## config.mk

```make
export PLATFORM = sky130hd
export DESIGN_NAME = usr_status_regs
export DESIGN_NICKNAME = d
export VERILOG_FILES = /design/src/design/usr_pkg.sv /design/src/design/usr_rx_fifo.sv /design/src/design/usr_status_regs.sv
export VERILOG_INCLUDE_DIRS = /design/src /design/src/design
export SDC_FILE = /design/constraint.sdc
export NUM_CORES = 1
export LEC_CHECK = 0
export CAP_MARGIN = 20
export CELL_PAD_IN_SITES_DETAIL_PLACEMENT = 1
export CELL_PAD_IN_SITES_GLOBAL_PLACEMENT = 1
export CORE_UTILIZATION = 35
export CTS_BUF_LIST = sky130_fd_sc_hd__clkbuf_4 sky130_fd_sc_hd__clkbuf_8 sky130_fd_sc_hd__clkbuf_16
export CTS_CLUSTER_DIAMETER = 30
export DETAILED_ROUTE_END_ITERATION = 7
export DONT_BUFFER_PORTS = 1
export PLACE_DENSITY_LB_ADDON = 0.3
export RECOVER_POWER = 25
export SLEW_MARGIN = 30
export SYNTH_ARGS = -nofsm -noshare
export SYNTH_HDL_FRONTEND = slang
export SYNTH_SLANG_ARGS = --single-unit
```

## constraint.sdc

```tcl
create_clock -name MCLK -period 3.9 [get_ports MCLK]
set_input_delay 0 -clock MCLK [delete_from_list [all_inputs] [get_ports MCLK]]
set_output_delay 0 -clock MCLK [all_outputs]
set_load 0.02 [all_outputs]
```

## src/design/usr_regs.svh

```systemverilog
// Register addresses, bit positions and masks of the status block.
`ifndef USR_REGS_SVH
`define USR_REGS_SVH
`define USR_A_RXHOLD  3'h0
`define USR_A_INTEN   3'h1
`define USR_A_FIFOCTL 3'h2
`define USR_A_MODCTL  3'h4
`define USR_A_LINEST  3'h5
`define USR_A_MODST   3'h6
`define USR_A_SPARE   3'h7
`define USR_LS_DR     0
`define USR_LS_OVR    1
`define USR_LS_PAR    2
`define USR_LS_FRM    3
`define USR_LS_BRK    4
`define USR_LS_TXE    5
`define USR_LS_TEMT   6
`define USR_LS_FERR   7
`define USR_MC_DTR    0
`define USR_MC_RTS    1
`define USR_MC_RDY    2
`define USR_MC_IRQE   3
`define USR_MC_LOOP   4
`define USR_MC_XANY   5
`define USR_MC_TLEN   6
`define USR_MC_DIV4   7
`define USR_EF_ENH    4
`define USR_FC_RXCLR  1
`define USR_IE_SLEEP  4
`define USR_IE_SRC    8'hef
`define USR_LOW_MASK  8'h0f
`define USR_HIGH_MASK 8'hf0
`define USR_MC_GATE   8'he0
`define USR_ZERO8     8'h00
`define USR_BRK_CHAR  8'h00
`endif

```

## src/design/usr_pkg.sv

```systemverilog
// Types shared by the status register block.
package usr_pkg;
  typedef struct packed {
    logic cts;
    logic dsr;
    logic ri;
    logic cd;
  } usr_modem_t;
  typedef struct packed {
    logic brk;
    logic frm;
    logic par;
  } usr_err_t;
  typedef struct packed {
    logic [7:0] data;
    usr_err_t   err;
  } usr_char_t;
  typedef enum logic [1:0] {
    USR_RX_IDLE,
    USR_RX_BREAK
  } usr_rx_state_t;
endpackage

```

## src/design/usr_rx_fifo.sv

```systemverilog
// Receive character store with per-entry error flags.
`timescale 1ns/1ps
module usr_rx_fifo #(
  parameter int DEPTH = 64,
  parameter int AW    = 6
) (
  input  wire logic             clk,
  input  wire logic             rst,
  input  wire logic             clr,
  input  wire logic             push,
  input  wire usr_pkg::usr_char_t wdata,
  input  wire logic             pop,
  output usr_pkg::usr_char_t    head,
  output logic                  not_empty,
  output logic                  full,
  output logic                  any_err
);
  typedef struct packed {
    logic [AW-1:0] rp;
    logic [AW-1:0] wp;
    logic [AW:0]   cnt;
    logic [DEPTH-1:0] errv;
  } usr_fifo_state_t;
  usr_fifo_state_t s_q, s_d;
  usr_pkg::usr_char_t mem_q [DEPTH];
  logic do_push;
  logic do_pop;
  assign full      = (s_q.cnt == (AW+1)'(DEPTH));
  assign not_empty = (s_q.cnt != '0);
  assign do_push   = push && !full;
  assign do_pop    = pop && not_empty;
  assign head      = mem_q[s_q.rp];
  assign any_err   = |s_q.errv;
  always_comb begin
    s_d = s_q;
    if (do_push) begin
      s_d.wp = s_q.wp + 1'b1;
      s_d.errv[s_q.wp] = |wdata.err;
    end
    if (do_pop) begin
      s_d.rp = s_q.rp + 1'b1;
      s_d.errv[s_q.rp] = 1'b0;
    end
    s_d.cnt = s_q.cnt + (AW+1)'(do_push) - (AW+1)'(do_pop);
    if (clr) begin
      s_d = '0;
    end
  end
  always_ff @(posedge clk) begin
    if (rst) begin
      s_q <= '0;
    end else begin
      s_q <= s_d;
    end
  end
  always_ff @(posedge clk) begin
    if (do_push) begin
      mem_q[s_q.wp] <= wdata;
    end
  end
endmodule // usr_rx_fifo

```

## src/design/usr_status_regs.sv

```systemverilog
// Line status, modem control, modem status and interrupt enable registers.
`timescale 1ns/1ps
`include "usr_regs.svh"
module usr_status_regs #(
  parameter int FIFO_DEPTH = 64,
  parameter int FIFO_AW    = 6
) (
  input  wire logic       MCLK,
  input  wire logic       RST,
  input  wire logic [2:0] ADDR,
  input  wire logic       RD,
  input  wire logic       WR,
  input  wire logic [7:0] DIN,
  output logic      [7:0] DOUT,
  input  wire logic       CLOCK_SELECT_PIN,
  input  wire logic       RX_PUSH,
  input  wire logic [7:0] RX_DATA,
  input  wire logic       RX_PARITY_FLAG,
  input  wire logic       RX_STOP_OK,
  input  wire logic       RX_LINE,
  input  wire logic       CHAR_TIME_TICK,
  input  wire logic       TX_LINE,
  input  wire logic       TX_HOLD_EMPTY,
  input  wire logic       TX_SHIFT_EMPTY,
  input  wire logic       AUTO_RTS_EN,
  input  wire logic       AUTO_RTS_LEVEL,
  input  wire logic       XOFF_PEND,
  input  wire logic       RTS_PEND,
  input  wire logic       CTS_PEND,
  input  wire logic       CTS_N,
  input  wire logic       DSR_N,
  input  wire logic       RI_N,
  input  wire logic       CD_N,
  output logic            DTR_N,
  output logic            RTS_N,
  output logic            RX_LINE_INT,
  output logic            IRQ_O,
  output logic            IRQ_OE,
  output logic            FIFO_READY_EN,
  output logic            XON_ANY_EN,
  output logic            CTRL_TRIG_ACCESS,
  output logic            CLK_DIV4,
  output logic            SLEEP_EN,
  output logic            RX_OVERRUN_DROP
);
  typedef struct packed {
    logic [7:0]          mctl;
    logic [7:0]          ien;
    logic [7:0]          efeat;
    logic                overrun;
    logic                fifo_err;
    logic [3:0]          delta;
    usr_pkg::usr_modem_t modem_prev;
    logic                tx_armed;
    logic                strap_done;
    usr_pkg::usr_rx_state_t rx_st;
    logic [7:0]          dout;
  } usr_state_t;
  usr_state_t s_q, s_d;

  usr_pkg::usr_char_t  head;
  usr_pkg::usr_char_t  wchar;
  usr_pkg::usr_modem_t modem_now;
  logic       rx_nonempty;
  logic       rx_full;
  logic       rx_any_err;
  logic       rx_pop;
  logic       rx_clr;
  logic       push;
  logic       rx_in;
  logic       enh_sel;
  logic       int_pend;
  logic [7:0] int_src;
  logic [3:0] modem_chg;
  logic [7:0] rd_mux;
  logic [7:0] ls_val;
  logic [7:0] ms_val;

  function automatic logic hit(input logic [2:0] a, input logic [2:0] r);
    hit = (a == r);
  endfunction

  function automatic logic [7:0] merge(input logic [7:0] old_v,
                                       input logic [7:0] new_v,
                                       input logic [7:0] keep);
    merge = (old_v & keep) | (new_v & ~keep);
  endfunction

  assign rx_in = s_q.mctl[`USR_MC_LOOP] ? TX_LINE : RX_LINE;
  assign RX_LINE_INT = rx_in;
  // Register page selection beyond this block is fixed at the plain page.
  assign enh_sel = 1'b0;

  assign rx_pop = RD && hit(ADDR, `USR_A_RXHOLD);
  assign rx_clr = WR && hit(ADDR, `USR_A_FIFOCTL) && !enh_sel
                  && DIN[`USR_FC_RXCLR];

  always_comb begin
    wchar.data    = RX_DATA;
    wchar.err.par = RX_PARITY_FLAG;
    wchar.err.frm = !RX_STOP_OK;
    wchar.err.brk = 1'b0;
    push          = RX_PUSH;
    if (s_q.rx_st == usr_pkg::USR_RX_IDLE && !rx_in && CHAR_TIME_TICK) begin
      wchar.data    = `USR_BRK_CHAR;
      wchar.err.brk = 1'b1;
      wchar.err.frm = 1'b1;
      wchar.err.par = 1'b0;
      push          = 1'b1;
    end
  end
  assign RX_OVERRUN_DROP = push && rx_full;

  usr_rx_fifo #(
    .DEPTH (FIFO_DEPTH),
    .AW    (FIFO_AW)
  ) u_rx_fifo (
    .clk       (MCLK),
    .rst       (RST),
    .clr       (rx_clr),
    .push      (push),
    .wdata     (wchar),
    .pop       (rx_pop),
    .head      (head),
    .not_empty (rx_nonempty),
    .full      (rx_full),
    .any_err   (rx_any_err)
  );

  always_comb begin
    if (s_q.mctl[`USR_MC_LOOP]) begin
      modem_now.cts = s_q.mctl[`USR_MC_RTS];
      modem_now.dsr = s_q.mctl[`USR_MC_DTR];
      modem_now.ri  = s_q.mctl[`USR_MC_RDY];
      modem_now.cd  = s_q.mctl[`USR_MC_IRQE];
    end else begin
      modem_now.cts = !CTS_N;
      modem_now.dsr = !DSR_N;
      modem_now.ri  = !RI_N;
      modem_now.cd  = !CD_N;
    end
  end

  always_comb begin
    ls_val = `USR_ZERO8;
    ls_val[`USR_LS_DR]   = rx_nonempty;
    ls_val[`USR_LS_OVR]  = s_q.overrun;
    ls_val[`USR_LS_PAR]  = head.err.par;
    ls_val[`USR_LS_FRM]  = head.err.frm;
    ls_val[`USR_LS_BRK]  = head.err.brk;
    ls_val[`USR_LS_TXE]  = TX_HOLD_EMPTY;
    ls_val[`USR_LS_TEMT] = TX_HOLD_EMPTY && TX_SHIFT_EMPTY;
    ls_val[`USR_LS_FERR] = rx_any_err || s_q.fifo_err;
  end
  assign ms_val = {modem_now.cd, modem_now.ri, modem_now.dsr, modem_now.cts,
                   s_q.delta[3], s_q.delta[2], s_q.delta[1], s_q.delta[0]};

  always_comb begin
    modem_chg[0] = modem_now.cts != s_q.modem_prev.cts;
    modem_chg[1] = modem_now.dsr != s_q.modem_prev.dsr;
    modem_chg[2] = modem_now.ri && !s_q.modem_prev.ri;
    modem_chg[3] = modem_now.cd != s_q.modem_prev.cd;
  end

  always_comb begin
    int_src = `USR_ZERO8;
    int_src[0] = rx_nonempty;
    int_src[1] = TX_HOLD_EMPTY && s_q.tx_armed;
    int_src[2] = s_q.overrun || rx_any_err;
    int_src[3] = |s_q.delta;
    int_src[5] = XOFF_PEND;
    int_src[6] = RTS_PEND;
    int_src[7] = CTS_PEND;
  end
  // Enable bit 4 is the sleep select, not a source, so it is masked out.
  assign int_pend = |(int_src & s_q.ien & `USR_IE_SRC);

  // Idle read data is zero, so the bus can be shared by a wired OR.
  always_comb begin
    rd_mux = `USR_ZERO8;
    case (ADDR)
      `USR_A_RXHOLD: rd_mux = head.data;
      `USR_A_INTEN:  rd_mux = s_q.ien;
      `USR_A_MODCTL: rd_mux = s_q.mctl;
      `USR_A_LINEST: rd_mux = ls_val;
      `USR_A_MODST:  rd_mux = ms_val;
      `USR_A_SPARE:  rd_mux = s_q.efeat;
      default:       rd_mux = `USR_ZERO8;
    endcase
  end

  always_comb begin
    s_d = s_q;
    s_d.modem_prev = modem_now;
    s_d.strap_done = 1'b1;
    // The strap is taken once, on the first edge after release; a control
    // write in that same cycle would lose bit 7, so hosts wait one edge.
    // Strap after release.
    if (!s_q.strap_done) begin
      s_d.mctl[`USR_MC_DIV4] = !CLOCK_SELECT_PIN;
    end
    // Break is reported once per low period; the state waits for the line
    // to return high before it can report again.
    case (s_q.rx_st)
      usr_pkg::USR_RX_IDLE: begin
        if (!rx_in && CHAR_TIME_TICK) begin
          s_d.rx_st = usr_pkg::USR_RX_BREAK;
        end
      end
      usr_pkg::USR_RX_BREAK: begin
        if (rx_in) begin
          s_d.rx_st = usr_pkg::USR_RX_IDLE;
        end
      end
      default: s_d.rx_st = usr_pkg::USR_RX_IDLE;
    endcase
    // Reads clear sticky bits before new events so a same-cycle event wins.
    if (RD && hit(ADDR, `USR_A_LINEST)) begin
      s_d.overrun = 1'b0;
    end
    if (RD && hit(ADDR, `USR_A_MODST)) begin
      s_d.delta = 4'h0;
    end
    if (push && rx_full) begin
      s_d.overrun = 1'b1;
    end
    s_d.delta = s_d.delta | modem_chg;
    // The error summary holds until a clear, so a stray empty read is never
    // lost; an empty read in the clearing cycle still wins.
    if (rx_clr) begin
      s_d.fifo_err = 1'b0;
    end
    if (rx_pop && !rx_nonempty) begin
      s_d.fifo_err = 1'b1;
    end
    if (WR && hit(ADDR, `USR_A_RXHOLD)) begin
      s_d.tx_armed = 1'b1;
    end
    if (WR && hit(ADDR, `USR_A_INTEN)) begin
      if (s_q.efeat[`USR_EF_ENH]) begin
        s_d.ien = DIN;
      end else begin
        s_d.ien = merge(s_q.ien, DIN, `USR_HIGH_MASK);
      end
      if (DIN[1] && !s_q.ien[1]) begin
        s_d.tx_armed = 1'b0;
      end
    end
    if (WR && hit(ADDR, `USR_A_MODCTL)) begin
      if (s_q.efeat[`USR_EF_ENH]) begin
        s_d.mctl = DIN;
      end else begin
        s_d.mctl = merge(s_q.mctl, DIN, `USR_MC_GATE);
      end
    end
    if (WR && hit(ADDR, `USR_A_SPARE)) begin
      s_d.efeat = DIN;
    end
    // Read data is registered, so it appears after the edge that samples the strobe and stays stable for one cycle.
    s_d.dout = RD ? rd_mux : `USR_ZERO8;
  end

  always_ff @(posedge MCLK) begin
    if (RST) begin
      // Transmit interrupt starts armed, as an empty holding register after
      // reset is a genuine event.
      s_q <= '0;
      s_q.tx_armed <= 1'b1;
      s_q.modem_prev <= '0;
    end else begin
      s_q <= s_d;
    end
  end

  assign DOUT = s_q.dout;
  // Active-low modem outputs.
  // Loopback parks the modem outputs inactive so the far side sees no pulse.
  assign DTR_N = s_q.mctl[`USR_MC_LOOP] ? 1'b1 : !s_q.mctl[`USR_MC_DTR];
  assign RTS_N = s_q.mctl[`USR_MC_LOOP] ? 1'b1 :
                 AUTO_RTS_EN ? AUTO_RTS_LEVEL : !s_q.mctl[`USR_MC_RTS];
  assign FIFO_READY_EN = s_q.mctl[`USR_MC_RDY] && !s_q.mctl[`USR_MC_LOOP];
  assign IRQ_OE = s_q.mctl[`USR_MC_IRQE];
  assign IRQ_O  = int_pend;
  assign XON_ANY_EN       = s_q.mctl[`USR_MC_XANY];
  assign CTRL_TRIG_ACCESS = s_q.mctl[`USR_MC_TLEN];
  assign CLK_DIV4 = s_q.mctl[`USR_MC_DIV4];
  assign SLEEP_EN = s_q.ien[`USR_IE_SLEEP];
endmodule // usr_status_regs

```

==> impl_summary.log <==
INFO  metric hold_path.startpoint = DIN[7]
INFO  metric die_y = ~310 um
INFO  metric clkSlewWorstSetupHoldPaths = ~50 ps
INFO  metric pwr-share-seq = 0.404
INFO  metric timing.clock.skew = around 21 ps
INFO  metric route.vias.total = between 15,000 and 20,000
INFO  metric critical_path_s_largest_stage_delay = around 1800 ps
INFO  metric critPathCaptureType = flop
INFO  metric grt_max_degree = 73
INFO  metric path_cells = mux2_4 > or2_0 > and2_0 > buf_4
INFO  metric max_cap_viol_count = 6
INFO  metric cts-htree-levels = 4
INFO  metric drt.antenna.violating_nets = 0
INFO  metric grt_first_pass_wirelength = about 150,000 um
INFO  metric rr_endpoint = u_rx_fifo.mem_q[8][4]
INFO  metric nFillCells = approximately 9,000
INFO  metric insertedDiodeCount = 0
INFO  metric post_synthesis_sequential_area_ratio = 0.703
INFO  metric critical_path.startpoint_type = flop
INFO  metric finalWeightedCongestion = about 0.83
INFO  metric timing.reg2reg.worst_path_depth = 4
INFO  metric yosys_warnings = 0
INFO  metric setup_violations = 0
INFO  metric clock-root-buffer = clkbuf_16
INFO  metric hold_end = s_q[29]
INFO  metric drv_slew = 193
INFO  metric finish.utilization = 0.435
INFO  metric critical_path.reg2reg.startpoint = s_q[42]
INFO  metric grt.total_usage = 0.210
INFO  metric synth-seq-cells = about 840
INFO  metric max_fanout_on_critical_path = 33
INFO  metric leakagePower = roughly 14 nW
INFO  metric slowest_stage = and2_0
INFO  metric worst_slew_margin_relative_to_its_limit = -0.560
INFO  metric timing.fmax = about 270 MHz
INFO  metric grt_pass1_vias = approximately 21,000
INFO  metric combPwrFrac = 0.050
INFO  metric synth_async_sr_flop_share = 0
INFO  metric netlist.top_cell.by_area = edfxtp_1
INFO  metric power.density = ~590 nW/um2
INFO  metric grt-ovfl-total = 0
INFO  metric clkLatencyLatePin = around 730 ps
INFO  metric buffer_ports.inserted = 0
INFO  metric critPathRequiredTime = 4400 ps
INFO  metric outcome = complete, but fails checks
INFO  metric floorplan.initialDensity = 0.355
INFO  metric route.detailed.vias_per_inst = 5.52
INFO  metric holdPathStages = 3
INFO  metric finalCriticalPeriod = 3660 ps
INFO  metric regToRegSetupSlack = roughly 240 ps
INFO  metric layout-drive-gt1-share = 0.255
INFO  metric critical-path-top-delay-family = simple AND/OR/NAND/NOR gates
INFO  metric worst-endpoint-arrival = 4160 ps
INFO  metric violated_checks = max-capacitance violations, max-slew violations
INFO  metric die_area = around 98,000 um2
INFO  metric worst_setup_path_startpoint = s_q[42]
INFO  metric clockPowerShare = 0.545
INFO  metric worst_ir_drop_vdd = 0.449 mV
INFO  metric ctsLongestPathBuffers = 3
INFO  metric timing_hold_violations_final = 0
INFO  metric post-cts-setup-buffer-count = 0
INFO  metric layout.nets = about 2,200
INFO  metric cts_made_buffers = ~150
INFO  metric fp.dieW = around 310 um
INFO  metric internal-power = 0.0192 W
INFO  metric rows = 113
INFO  metric top_level_ports = 60
INFO  metric classification_of_the_worst_setup_path = flop to flop
INFO  metric tritoncts = yes
INFO  metric first_pass_detailed_route_iteration_total = 5
INFO  metric areaGrowthSynthToFinish = 22.7%
INFO  metric dp_hpwl = 64,900 um
INFO  metric synth_area = ~34,000 um2
INFO  metric netlist_top_cells_area = edfxtp_1 62%, mux4_2 12%, dfxtp_1 7.9%
INFO  metric netlist-cell-type-count = 78
INFO  metric min_period_over_period = 0.939
INFO  metric number_of_antenna_violations_at_the_first_check_in_global_routing = 2
INFO  metric critical_path_buf_inv_count = 1
INFO  metric synth_largest_type_area_fraction = 0.624
INFO  metric sw_frac_of_total = 0.221
INFO  metric syn_nets = 2,032
INFO  metric max_slew.worst_pin.slew = ~2300 ps
INFO  metric remaining_drc_errors = 0
INFO  metric synth_edf_count = between 700 and 800
INFO  metric cts_repair_resize_count = 0
INFO  metric synth_top_flop_cell = edfxtp_1
INFO  metric clock_sinks = approximately 840
INFO  metric grt_setup_unrepaired = false
INFO  metric fin_setup_tns = 0 ps
INFO  metric syn-mean-instance-area = about 17 um2
INFO  metric core_area = 95,400 um2
INFO  metric hold_path_class = input pin to flop
INFO  metric post_synth_inst_count = ~2,000
INFO  metric first_iter_violations = 1,900
INFO  metric power.switching = between 0.005 and 0.006 W
INFO  metric routedWlPerCell = 28.7 um
INFO  metric finalWirelength = 102,000 um
==> worst min-delay path, stage by stage <==
cell and delay [ps]:
dlygate4sd3_1 590, nand2_1 80, a21oi_1 60
==> flip-flops by register name, indices dropped and copies added, names as in the netlist, named ones only <==
name / flops
CLK_DIV4: 1
CTRL_TRIG_ACCESS: 1
DOUT: 8
IRQ_OE: 1
SLEEP_EN: 1
XON_ANY_EN: 1
ls_val: 1
ms_val: 4
s_q: 27
u_rx_fifo.mem_q: 704
u_rx_fifo.s_q: 83
==> power by group through the flow <==
stage | combinational, W | sequential [W] | clock (W)
floorplan | 0.000784 | 0.0101 | 0
CTS | 0.00126 | 0.00998 | 0.0136
global placement | 0.00115 | 0.0101 | 0
detailed placement | 0.00119 | 0.0102 | 0
finish | 0.00125 | 0.00998 | 0.0135
global route | 0.00133 | 0.00999 | 0.0140
==> cells in the mapped netlist, types with 13 or more instances <==
master       n
buf_2       36
inv_1       60
mux2i_1     98
edfxtp_1   704
nor4_1      18
nand3_1     26
dfxtp_1    134
a31oi_1     13
clkbuf_1    44
a211oi_1    34
a21oi_1     37
and2_1      21
o21ai_0     14
nand2_1    130
mux4_2     176
a2111oi_0   27
nor2b_1     21
buf_4       22
nor2_1     112
nor3_1      44
==> area by class of cell <==
type                    instances  area [um2]  area share
inverters                      63         236     0.00569
flip-flops and latches        838       23800       0.574
multi-input cells             960        9170       0.221
well taps                    1265        1580      0.0381
clock inverters               103        1180      0.0283
repair buffers                157        1450      0.0348
clock buffers                 177        4120      0.0990
==> how the worst max path moves through the flow <==
stage	end	slack, ps	cells past startpoint
final	u_rx_fifo.mem_q[8][4]	240	4
after floorplan	u_rx_fifo.s_q[70]	720	17
after detailed placement	u_rx_fifo.s_q[70]	610	15
after CTS	u_rx_fifo.s_q[70]	240	14
after global placement	u_rx_fifo.s_q[70]	760	15
after global routing	u_rx_fifo.s_q[70]	2	14
==> cells in the final DEF, fill, tap and decap left out, types with 13 or more instances in the layout <==
cell and n:
nor4_1 17, mux4_2 176, clkinv_2 24, inv_6 13, a211oi_1 34, nor3_1 43, clkbuf_4 16, nand2_1 128
a21oi_1 37, inv_1 59, nand3_1 26, mux2i_1 98, a2111oi_0 27, clkinv_1 14, edfxtp_1 704, o21ai_0 14
dfxtp_1 130, clkinvlp_4 17, nor2_1 111, dlygate4sd3_1 58, bufinv_16 20, clkbuf_16 158, buf_4 84, nor2b_1 21
a31oi_1 13
==> through the flow <==
stage	total power [W]	cell area, um2	worst slack [ps]	hold slack [ps]	std cells
2_1_floorplan	0.0109	33900	721	136	1979
3_3_place_gp	0.0113	35700	761	73.1	3224
3_5_place_dp	0.0113	35700	608	76.6	3224
4_1_cts	0.0249	41600	242	13.2	3562
5_1_grt	0.0253	41600	2.01	68.6	3563
6_report	0.0247	41600	238	76.4	3563
==> kinds of logic after synthesis <==
kind of cell | synth area share
flops | 0.703
buf+inv | 0.0268
simple gates | 0.0689
compound gates | 0.0415
mux | 0.151
xor+xnor | 0.00414
fa+ha+maj | 0.00465
==> layer usage <==
metal  routed length [um]  GRT usage
met3                 6820     0.0436
met1                43200      0.280
met5                    0          0
met4                 2750     0.0742
met2                49400      0.339
==> what timing repair did <==
item | CTS | global route
hold buffers | 58 | 1
hold endpoints to repair | 378 | 37
setup endpoints to repair | 0 | 1
No activity file was read; power rests on OpenSTA's default activity.
